## config.mk

```make
export PLATFORM = sky130hd
export DESIGN_NAME = startup_ramp_ctrl
export DESIGN_NICKNAME = d
export VERILOG_FILES = /design/src/hw/startup_ramp_pkg.sv /design/src/hw/nv_backup_store.sv /design/src/hw/startup_ramp_ctrl.sv
export VERILOG_INCLUDE_DIRS = /design/src /design/src/hw
export SDC_FILE = /design/constraint.sdc
export NUM_CORES = 1
export LEC_CHECK = 0
export ABC_AREA = 1
export BUFFER_PORTS_ARGS = -buffer_cell sky130_fd_sc_hd__buf_2
export CORE_MARGIN = 3
export CORE_UTILIZATION = 25
export CTS_CLUSTER_DIAMETER = 200
export DETAILED_ROUTE_END_ITERATION = 16
export SLEW_MARGIN = 20
export SYNTH_ARGS = -nofsm -noshare
export SYNTH_HDL_FRONTEND = slang
export SYNTH_SLANG_ARGS = --single-unit
```

## constraint.sdc

```tcl
create_clock -name clk_sys_in -period 4.2 [get_ports clk_sys_in]
set_input_delay 0 -clock clk_sys_in [delete_from_list [all_inputs] [get_ports clk_sys_in]]
set_output_delay 0 -clock clk_sys_in [all_outputs]
set_load 0.1 [all_outputs]
```

## src/hw/startup_ramp_defs.svh

```systemverilog
// constants for the start-up ramp / timeout control block
// included by both design modules and the testbench; definitions only
`ifndef STARTUP_RAMP_DEFS_SVH
`define STARTUP_RAMP_DEFS_SVH
`define CMD_RAMP_TIME 8'h61
`define CMD_TIMEOUT_LIMIT 8'h62
`define CMD_TIMEOUT_ACTION 8'h63
`define RAMP_TIME_RESET 16'h0005
`define TIMEOUT_LIMIT_RESET 16'h0064
`define ACTION_RESET 8'hbf
`define ACTION_SELECT_BIT 7
`define ACTION_RETRY_HI 5
`define ACTION_RETRY_LO 3
`define ACTION_DELAY_CODE 3'h7
`define RETRY_NONE 3'h0
`define RETRY_ALWAYS 3'h7
`define MANT_MASK 16'h007f
`define BUCKET_TOP 7'd86
`define RESTART_RAMPS 4'd7
`define CLK_HZ 50000000
`define TICK_MS 1
`define TICK_CYCLES ((`CLK_HZ / 1000) * `TICK_MS)
`endif

```

## src/hw/startup_ramp_pkg.sv

```systemverilog
// types for the start-up ramp / timeout control block
// does not use startup_ramp_defs.svh; the state codes are given here
package startup_ramp_pkg;
    typedef enum logic [2:0] {
        ST_OFF = 3'b000,
        ST_RAMP = 3'b001,
        ST_RUN = 3'b011,
        ST_WAIT = 3'b010,
        ST_LATCH = 3'b110
    } seq_state_e;
    typedef logic [6:0] mant_t;
endpackage

```

## src/hw/nv_backup_store.sv

```systemverilog
// small non-volatile image of the persisted settings
// store and restore are single-cycle strobes; read data is registered
`timescale 1ns/1ps
`include "startup_ramp_defs.svh"
module nv_backup_store
    import startup_ramp_pkg::*;
(
    input wire logic clk_sys_in,
    input wire logic rst_in,
    input wire logic store_in,
    input wire logic [6:0] ramp_in,
    input wire logic select_in,
    input wire logic retry_bit_in,
    output logic [6:0] ramp_out,
    output logic select_out,
    output logic retry_bit_out
);
    // only one retry bit is kept, the others are rebuilt from it
    always_ff @(posedge clk_sys_in or posedge rst_in)
    begin
        if (rst_in)
        begin
            ramp_out <= 7'(`RAMP_TIME_RESET);
            select_out <= 1'b1;
            retry_bit_out <= 1'b1;
        end
        else if (store_in)
        begin
            ramp_out <= ramp_in;
            select_out <= select_in;
            retry_bit_out <= retry_bit_in;
        end
    end
endmodule

```

## src/hw/startup_ramp_ctrl.sv

```systemverilog
// start-up ramp time, start-up timeout timer and timeout fault response
// assumes a command decoder that presents single-cycle write/read strobes
// Notes on behaviour
// exponent fields read as fixed zero
// ramp time: seven writable bits, reset 5
// ramp mantissa maps to a supported bucket value
// timeout timer starts with ramp, checks undervoltage
// limit below ramp time refused, cml flagged
// zero limit disables timer and cross check
// limit: seven writable bits, reset 100
// restore-all returns limit to 100
// limit uses same buckets, zero means none
// timeout sets oth, vout word, timeout, alert
// action low three bits read ones
// default: shut down, retry after seven ramps
// select zero keeps regulating, flags still set
// select one shuts down, follows retry field
// retry 000 latches off until cleared
// retry 111 restarts soft start forever
// retry other than 000/111 refused, cml flagged
// only retry bit 5 persisted, regenerated
// store-all copies action register
// ramp time zero gives one millisecond
// ramp above nonzero limit refused
// millisecond tick prescaled from system clock
`timescale 1ns/1ps
`include "startup_ramp_defs.svh"
module startup_ramp_ctrl
    import startup_ramp_pkg::*;
(
    input wire logic clk_sys_in,
    input wire logic rst_in,
    input wire logic wr_in,
    input wire logic rd_in,
    input wire logic [7:0] cmd_in,
    input wire logic [15:0] wdata_in,
    input wire logic store_all_in,
    input wire logic restore_all_in,
    input wire logic enable_in,
    input wire logic uv_passed_in,
    input wire logic clear_faults_in,
    input wire logic alert_mask_in,
    output logic [15:0] rdata_out,
    output logic output_enable_out,
    output logic [6:0] ramp_ms_out,
    output logic startup_timeout_flag_out,
    output logic output_volt_word_flag_out,
    output logic other_fault_out,
    output logic cml_out,
    output logic invalid_data_out,
    output logic alert_n_out
);
    // bucket quantiser shared by ramp time and limit
    function automatic logic [6:0] bucket(input logic [6:0] m);
        logic [6:0] r;
        r = 7'd100;
        if (m <= 7'd6) r = (m == 7'd0) ? 7'd1 : m;
        else if (m <= 7'd9) r = 7'd7;
        else if (m <= 7'd12) r = 7'd10;
        else if (m <= 7'd17) r = 7'd14;
        else if (m <= 7'd22) r = 7'd19;
        else if (m <= 7'd32) r = 7'd27;
        else if (m <= 7'd44) r = 7'd37;
        else if (m <= 7'd62) r = 7'd52;
        else if (m <= `BUCKET_TOP) r = 7'd72;
        return r;
    endfunction

    mant_t ramp_time;
    mant_t limit;
    logic act_select;
    logic [2:0] retry_field;
    seq_state_e state;
    seq_state_e next_state;
    logic [15:0] tick_cnt;
    logic tick;
    logic [6:0] ms_cnt;
    logic [9:0] wait_cnt;
    logic [6:0] nv_ramp;
    logic nv_select;
    logic nv_retry;

    wire mant_t wr_mant = wdata_in[6:0];
    wire wr_ramp = wr_in && cmd_in == `CMD_RAMP_TIME;
    wire wr_limit = wr_in && cmd_in == `CMD_TIMEOUT_LIMIT;
    wire wr_act = wr_in && cmd_in == `CMD_TIMEOUT_ACTION;
    wire [2:0] wr_retry = wdata_in[`ACTION_RETRY_HI:`ACTION_RETRY_LO];
    // cross checks compare effective times; a zero limit skips them
    wire ramp_bad = limit != 7'd0 && bucket(wr_mant) > bucket(limit);
    wire limit_bad = wr_mant != 7'd0
        && bucket(wr_mant) < bucket(ramp_time);
    wire act_bad = wr_retry != `RETRY_NONE
        && wr_retry != `RETRY_ALWAYS;
    wire reject = (wr_ramp && ramp_bad) || (wr_limit && limit_bad)
        || (wr_act && act_bad);
    wire [6:0] ramp_eff = bucket(ramp_time);
    wire [6:0] limit_eff = bucket(limit);
    wire ms_tick = tick;
    wire timeout = state == ST_RAMP && ms_tick && limit != 7'd0
        && !uv_passed_in && ms_cnt + 7'd1 >= limit_eff;
    wire restart_done = state == ST_WAIT && ms_tick
        && wait_cnt + 10'd1 >= 10'(ramp_eff) * 10'(`RESTART_RAMPS);

    // prescaler for the millisecond time base
    always_ff @(posedge clk_sys_in or posedge rst_in)
    begin
        if (rst_in)
        begin
            tick_cnt <= 16'h0000;
            tick <= 1'b0;
        end
        else
        begin
            tick <= tick_cnt == 16'(`TICK_CYCLES - 1);
            tick_cnt <= (tick_cnt == 16'(`TICK_CYCLES - 1)) ? 16'h0000
                : tick_cnt + 16'h0001;
        end
    end

    // only the low seven mantissa bits are ever stored
    always_ff @(posedge clk_sys_in or posedge rst_in)
    begin
        if (rst_in)
        begin
            ramp_time <= 7'(`RAMP_TIME_RESET);
            limit <= 7'(`TIMEOUT_LIMIT_RESET);
            act_select <= 1'b1;
            retry_field <= `RETRY_ALWAYS;
        end
        else if (restore_all_in)
        begin
            ramp_time <= nv_ramp;
            limit <= 7'(`TIMEOUT_LIMIT_RESET);
            act_select <= nv_select;
            retry_field <= {3{nv_retry}};
        end
        else
        begin
            if (wr_ramp && !ramp_bad)
                ramp_time <= wr_mant;
            if (wr_limit && !limit_bad)
                limit <= wr_mant;
            if (wr_act && !act_bad)
            begin
                act_select <= wdata_in[`ACTION_SELECT_BIT];
                retry_field <= wr_retry;
            end
        end
    end

    nv_backup_store u_nv (
        .clk_sys_in(clk_sys_in),
        .rst_in(rst_in),
        .store_in(store_all_in),
        .ramp_in(ramp_time),
        .select_in(act_select),
        .retry_bit_in(retry_field[2]),
        .ramp_out(nv_ramp),
        .select_out(nv_select),
        .retry_bit_out(nv_retry)
    );

    // start-up sequencer
    always_comb
    begin
        next_state = state;
        case (state)
            ST_OFF:
                if (enable_in)
                    next_state = ST_RAMP;
            ST_RAMP:
                if (!enable_in)
                    next_state = ST_OFF;
                else if (timeout && act_select)
                    next_state = (retry_field == `RETRY_NONE)
                        ? ST_LATCH : ST_WAIT;
                else if (timeout || (uv_passed_in
                    && ms_cnt >= ramp_eff))
                    next_state = ST_RUN;
            ST_RUN:
                if (!enable_in)
                    next_state = ST_OFF;
            ST_WAIT:
                if (!enable_in)
                    next_state = ST_OFF;
                else if (restart_done)
                    next_state = ST_RAMP;
            ST_LATCH:
                if (clear_faults_in || !enable_in)
                    next_state = ST_OFF;
            default:
                next_state = ST_OFF;
        endcase
    end

    always_ff @(posedge clk_sys_in or posedge rst_in)
    begin
        if (rst_in)
        begin
            state <= ST_OFF;
            ms_cnt <= 7'd0;
            wait_cnt <= 10'd0;
        end
        else
        begin
            state <= next_state;
            if (state != ST_RAMP)
                ms_cnt <= 7'd0;
            else if (ms_tick && ms_cnt != 7'h7f)
                ms_cnt <= ms_cnt + 7'd1;
            if (state != ST_WAIT)
                wait_cnt <= 10'd0;
            else if (ms_tick)
                wait_cnt <= wait_cnt + 10'd1;
        end
    end

    // sticky status; a new event wins over a clear in the same cycle
    always_ff @(posedge clk_sys_in or posedge rst_in)
    begin
        if (rst_in)
        begin
            startup_timeout_flag_out <= 1'b0;
            output_volt_word_flag_out <= 1'b0;
            other_fault_out <= 1'b0;
            cml_out <= 1'b0;
            invalid_data_out <= 1'b0;
        end
        else
        begin
            startup_timeout_flag_out <= timeout
                || (startup_timeout_flag_out && !clear_faults_in);
            output_volt_word_flag_out <= timeout
                || (output_volt_word_flag_out && !clear_faults_in);
            other_fault_out <= timeout
                || (other_fault_out && !clear_faults_in);
            cml_out <= reject || (cml_out && !clear_faults_in);
            invalid_data_out <= reject
                || (invalid_data_out && !clear_faults_in);
        end
    end

    wire [15:0] action_word = {8'h00, act_select, 1'b0, retry_field,
        `ACTION_DELAY_CODE};
    wire [15:0] rd_word = (cmd_in == `CMD_RAMP_TIME) ? {9'h000, ramp_time}
        : (cmd_in == `CMD_TIMEOUT_LIMIT) ? {9'h000, limit}
        : (cmd_in == `CMD_TIMEOUT_ACTION) ? action_word : 16'h0000;

    always_ff @(posedge clk_sys_in or posedge rst_in)
    begin
        if (rst_in)
            rdata_out <= 16'h0000;
        else if (rd_in)
            rdata_out <= rd_word;
    end

    assign output_enable_out = state == ST_RAMP || state == ST_RUN;
    assign ramp_ms_out = ramp_eff;
    assign alert_n_out = !(((startup_timeout_flag_out || other_fault_out)
        && !alert_mask_in) || cml_out);

    AST_BAD_LIMIT_KEEPS: assert property (@(posedge clk_sys_in)
        disable iff (rst_in) wr_limit && limit_bad && !restore_all_in
        |=> limit == $past(limit) && cml_out && invalid_data_out)
        else $error("refused limit write changed value or missed flags");
    AST_BAD_RAMP_KEEPS: assert property (@(posedge clk_sys_in)
        disable iff (rst_in) wr_ramp && ramp_bad && !restore_all_in
        |=> ramp_time == $past(ramp_time) && cml_out)
        else $error("refused ramp write changed value");
    AST_BAD_RETRY: assert property (@(posedge clk_sys_in)
        disable iff (rst_in) wr_act && act_bad && !restore_all_in
        |=> $stable(retry_field) && !alert_n_out)
        else $error("odd retry field accepted");
    AST_TIMEOUT_FLAGS: assert property (@(posedge clk_sys_in)
        disable iff (rst_in) timeout |=> startup_timeout_flag_out
        && output_volt_word_flag_out && other_fault_out)
        else $error("timeout flags missing");
    AST_IGNORE_RUNS: assert property (@(posedge clk_sys_in)
        disable iff (rst_in) timeout && !act_select && enable_in
        |=> state == ST_RUN && output_enable_out)
        else $error("ignore mode stopped regulating");
    AST_LATCH_OFF: assert property (@(posedge clk_sys_in)
        disable iff (rst_in) state == ST_LATCH && !clear_faults_in
        && enable_in |=> state == ST_LATCH && !output_enable_out)
        else $error("latched-off output restarted");
    AST_ZERO_LIMIT: assert property (@(posedge clk_sys_in)
        disable iff (rst_in) limit == 7'd0 |-> !timeout)
        else $error("timeout with timer disabled");
    AST_RETRY_EQUAL: assert property (@(posedge clk_sys_in)
        disable iff (rst_in) retry_field == `RETRY_NONE
        || retry_field == `RETRY_ALWAYS)
        else $error("retry bits differ");
    AST_RESTORE_LIMIT: assert property (@(posedge clk_sys_in)
        disable iff (rst_in) restore_all_in
        |=> limit == 7'(`TIMEOUT_LIMIT_RESET))
        else $error("restore did not reset limit");
    AST_TICK_PERIOD: assert property (@(posedge clk_sys_in)
        disable iff (rst_in) tick |=> !tick [*8])
        else $error("tick too frequent");
    AST_CML_ALERT: assert property (@(posedge clk_sys_in)
        disable iff (rst_in) cml_out |-> !alert_n_out)
        else $error("cml flag without alert");
    AST_MASKED_ALERT: assert property (@(posedge clk_sys_in)
        disable iff (rst_in) startup_timeout_flag_out && !alert_mask_in
        |-> !alert_n_out)
        else $error("unmasked timeout without alert");
    AST_ACTION_FIXED: assert property (@(posedge clk_sys_in)
        disable iff (rst_in) rd_in && cmd_in == `CMD_TIMEOUT_ACTION
        |=> rdata_out[2:0] == `ACTION_DELAY_CODE && !rdata_out[6])
        else $error("action fixed bits wrong");
    AST_UPPER_ZERO: assert property (@(posedge clk_sys_in)
        disable iff (rst_in) rd_in |=> rdata_out[15:8] == 8'h00)
        else $error("exponent or upper bits not zero");
    AST_RAMP_START: assert property (@(posedge clk_sys_in)
        disable iff (rst_in) state == ST_OFF && enable_in
        |=> state == ST_RAMP && ms_cnt == 7'd0)
        else $error("ramp did not start with a cleared timer");
    // shortest ramp gives the shortest restart wait, seven ticks
    AST_WAIT_MIN: assert property (@(posedge clk_sys_in)
        disable iff (rst_in) state == ST_WAIT && wait_cnt < 10'd6
        |=> state != ST_RAMP)
        else $error("restart before seven ramp times");
    AST_RETRY_STORED: assert property (@(posedge clk_sys_in)
        disable iff (rst_in) store_all_in
        |=> nv_retry == $past(retry_field[2]) && nv_select == $past(act_select))
        else $error("store did not copy action register");
    AST_RESTORE_RETRY: assert property (@(posedge clk_sys_in)
        disable iff (rst_in) restore_all_in
        |=> retry_field == {3{$past(nv_retry)}})
        else $error("retry bits not rebuilt from stored bit");

    // main scenarios

    COV_TIMEOUT: cover property (@(posedge clk_sys_in)
        disable iff (rst_in) timeout);
    COV_RETRY: cover property (@(posedge clk_sys_in)
        disable iff (rst_in) state == ST_WAIT ##1 state == ST_RAMP);
    COV_REJECT: cover property (@(posedge clk_sys_in)
        disable iff (rst_in) reject);
    COV_IGNORE: cover property (@(posedge clk_sys_in)
        disable iff (rst_in) timeout && !act_select);
    COV_LATCH: cover property (@(posedge clk_sys_in)
        disable iff (rst_in) state == ST_LATCH);
endmodule

```

==> impl_metrics.py <==
metrics = {
    "drt": {
        "drt_via_density": 4.51,
        "drt-initial-drc-count": 329,
        "met1Wirelength_um": 7350,
        "routed-via-count": 5523,
        "detailroute.wirelength.met2_um": 7310,
        "wl_per_cell_um": 12.7,
        "antenna_violating_nets_post_route": 0,
        "drt_pass1_iterations": 5,
        "top_layer_used": "met4",
        "totalWireLength_um": 15600,
        "remaining_drc_errors": 0,
        "met3RoutedLength_um": 655,
    },
    "synth": {
        "ys_seq_elements": 77,
        "yosys_warnings": 0,
        "yosys.area.top_type_share": 0.271,
        "synth_async_sr_flop_share": 1.00,
        "synth_top_cells_by_area": "sky130_fd_sc_hd__dfrtp_1, sky130_fd_sc_hd__ha_1, sky130_fd_sc_hd__nand2_1",
        "synth_area_um2": 5920,
        "synth.yosys.seq_area_share": 0.328,
        "syn_inst": 797,
        "netlist-cell-type-count": 51,
        "post_synth_most_frequent_cells": "sky130_fd_sc_hd__nand2_1, sky130_fd_sc_hd__inv_1, sky130_fd_sc_hd__nor2_1",
        "yosys.area.top_type": "sky130_fd_sc_hd__dfrtp_1",
        "synth-edff-count": 0,
        "synthesis.area_per_instance_um2": 7.43,
        "ys_dominant_reg_cell": "sky130_fd_sc_hd__dfrtp_1",
        "yosysMostFrequentCell": "sky130_fd_sc_hd__nand2_1",
    },
    "status": {
        "failing_checks": "setup timing",
        "run_status": "finished with violations",
    },
    "worst_setup_path": {
        "setup.worst_path.class": "reg -> reg",
        "cp_max_fo": 4,
        "startpoint_type": "flop",
        "critical_path.top_delay_family": "adder cells",
        "timing.critical_path.slowest_cell_delay_ns": 0.56,
        "worst-path-buf-inv": 4,
        "cpMostUsedCell": "sky130_fd_sc_hd__nand2_2",
        "endpoint_kind": "flop",
        "timing.reg2reg.setup_slack_ns": -0.21,
        "data_arrival_at_the_endpoint_of_the_critical_path_ns": 4.70,
        "critical-path-slowest-cell": "sky130_fd_sc_hd__dfstp_2",
        "worst-endpoint-required_ns": 4.48,
    },
    "clock_network": {
        "cts.root.buffer_cell": "sky130_fd_sc_hd__clkbuf_16",
        "numCtsBuffers": 9,
        "clk_latency_ns": 0.34,
        "clkSinkCount": 77,
        "tritoncts": "done",
        "clk_transition_reported_paths_ns": 0.06,
        "ctsHtreeMaxLevel": 3,
        "ctsLongestPathBuffers": 2,
    },
    "floorplan": {
        "initial_utilization": 0.257,
        "rows": 55,
        "io-pin-count": 64,
        "die_height_um": 160,
        "die-area_um2": 25600,
        "fp.dieW_um": 160,
        "coreArea_um2": 23000,
    },
    "global_routing": {
        "first_global_vias": 5236,
        "grtUsageTotal": 0.122,
        "global_route.overflow_total": 0,
        "largest_net_degree_at_the_start_of_global_routing": 46,
        "grt_first_pass_wirelength_um": 25600,
        "grt_antenna_before_repair": 0,
    },
    "timing": {
        "grt_setup_unrepaired": "true",
        "timing_hold_violations_final": 0,
        "portion_of_the_clock_cycle_consumed_by_the_worst_path_in_the_final_layout": 1.05,
        "worst_slack_ns": -0.211,
        "finalSetupViolations": 2,
        "max_slew.worst_pin.slew_ns": 0.627,
        "timing.final.max_slew_violations": 0,
        "period_minus_slack_ns": 4.41,
        "clock-skew-final_ns": 0.00759,
        "slew-limit-headroom": 0.578,
        "fmax_ghz": 0.227,
    },
    "place": {
        "portBuffers": 47,
        "placed_wire_length_estimate_um": 12500,
        "placed_cell_area_um2": 6910,
        "finalWeightedCongestion": 0.929,
    },
    "pwr": {
        "ir_drop_uv": 176,
        "power.static_leakage_nw": 3.71,
        "powerDensity_nw_per_um2": 441,
    },
    "finish": {
        "area_growth_syn_to_layout_pct": 24.8,
        "finalCoreUtilization": 0.321,
        "insertedDiodeCount": 0,
        "final_area_um2": 7390,
        "post_route_cells_drive_above_1_share": 0.219,
        "final_net_count": 996,
    },
    "flow_run": {
        "max_cap_violations": 0,
    },
    "min_path": {
        "hold_path_class": "in -> reg",
    },
}
cells by family after synthesis:
| kind of cell | Yosys count | synth area share |
|---|---|---|
| simple gates | 333 | 0.253 |
| flops | 77 | 0.328 |
| fa+ha+maj | 55 | 0.124 |
| other cells | 1 | 0.000634 |
| xor+xnor | 19 | 0.0281 |
| compound gates | 151 | 0.152 |
| mux | 4 | 0.00761 |
| buf+inv | 157 | 0.106 |
power breakdown:
group / internal, mW / switching, mW / total (mW)
logic: 0.604 / 0.970 / 1.57
registers: 0.793 / 0.0393 / 0.832
clock network: 0.523 / 0.327 / 0.850
state kept, by name, indices dropped and copies added, names as in the netlist, 3 cells and up:
name	cells
ms_cnt	7
u_nv.ramp_out	7
limit	7
wait_cnt	10
retry_field	3
rdata_out	8
state	3
ramp_time	7
tick_cnt	16
cell usage in the layout (no fill, tap or decap), types with 13 or more instances in the layout:
cell                      instances
sky130_fd_sc_hd__buf_4           52
sky130_fd_sc_hd__xor2_1          17
sky130_fd_sc_hd__dfstp_2         13
sky130_fd_sc_hd__inv_1          134
sky130_fd_sc_hd__o22ai_1         13
sky130_fd_sc_hd__nor2_1          69
sky130_fd_sc_hd__dfrtp_1         64
sky130_fd_sc_hd__nor2_2          13
sky130_fd_sc_hd__o21ai_0         46
sky130_fd_sc_hd__ha_1            48
sky130_fd_sc_hd__nor3_1          13
sky130_fd_sc_hd__nand2_1        145
sky130_fd_sc_hd__nand3_1         50
sky130_fd_sc_hd__buf_2           47
sky130_fd_sc_hd__a21oi_1         45
stage by stage:
step | cells | hold slack, ns | power (mW) | TNS (ns) | setup WS (ns)
floorplan | 804 | 0.0964 | 1.89 | -2.66 | -1.33
global placement | 1198 | 0.0837 | 2.32 | -0.302 | -0.151
detailed placement | 1198 | 0.0880 | 2.34 | -0.485 | -0.246
CTS | 1224 | 0.0121 | 3.25 | -0.262 | -0.135
global route | 1225 | 0.0290 | 3.51 | -0.830 | -0.429
finish | 1225 | 0.0262 | 3.26 | -0.400 | -0.211
area by class of cell:
class | count | area [µm²]
clock buffer | 9 | 225
fill | 2498 | 15600
sequential | 77 | 1940
multi-input combinational | 570 | 3490
inverter | 143 | 546
clock inverter | 7 | 98.8
tap | 313 | 392
timing repair buffer | 106 | 696
layer usage:
layer	GRT usage	up-vias
li1	-	2832
met1	0.161	2560
met2	0.202	111
met3	0.0278	20
met4	0.0312	0
met5	0	-
worst reg2reg max path: cells and delay by family (launching register included):
family          cells  cell delay [ns]
simple gates       12             0.98
fa+ha+maj           4             1.31
buf+inv             4             0.34
compound gates      8             1.04
flops               1             0.56
xor+xnor            1             0.14
what timing repair did:
action	4_1_cts	5_1_grt
hold buffers	7	0
setup endpoints to repair	2	2
resized for setup	9	9
buffers inserted	3	1
pin swaps	11	3
hold endpoints to repair	30	0
final timing paths:
kind / startpoint / to / depth (start not counted)
max in group asynchronous: rst_in / state[0]$_DFFE_PP0P_ / 4
worst min register to register: tick_cnt[0]$_DFF_PP0_ / tick_cnt[0]$_DFF_PP0_ / 1
worst min-delay path: store_all_in / u_nv.ramp_out[0]$_DFFE_PP1P_ / 3
min in group asynchronous: rst_in / rdata_out[7]$_DFFE_PP0P_ / 3
worst max register to register: ramp_time[0]$_DFFE_PP1P_ / state[1]$_DFFE_PP0P_ / 29
worst max-delay path: ramp_time[0]$_DFFE_PP1P_ / state[1]$_DFFE_PP0P_ / 29
No activity file was read; power rests on OpenSTA's default activity.
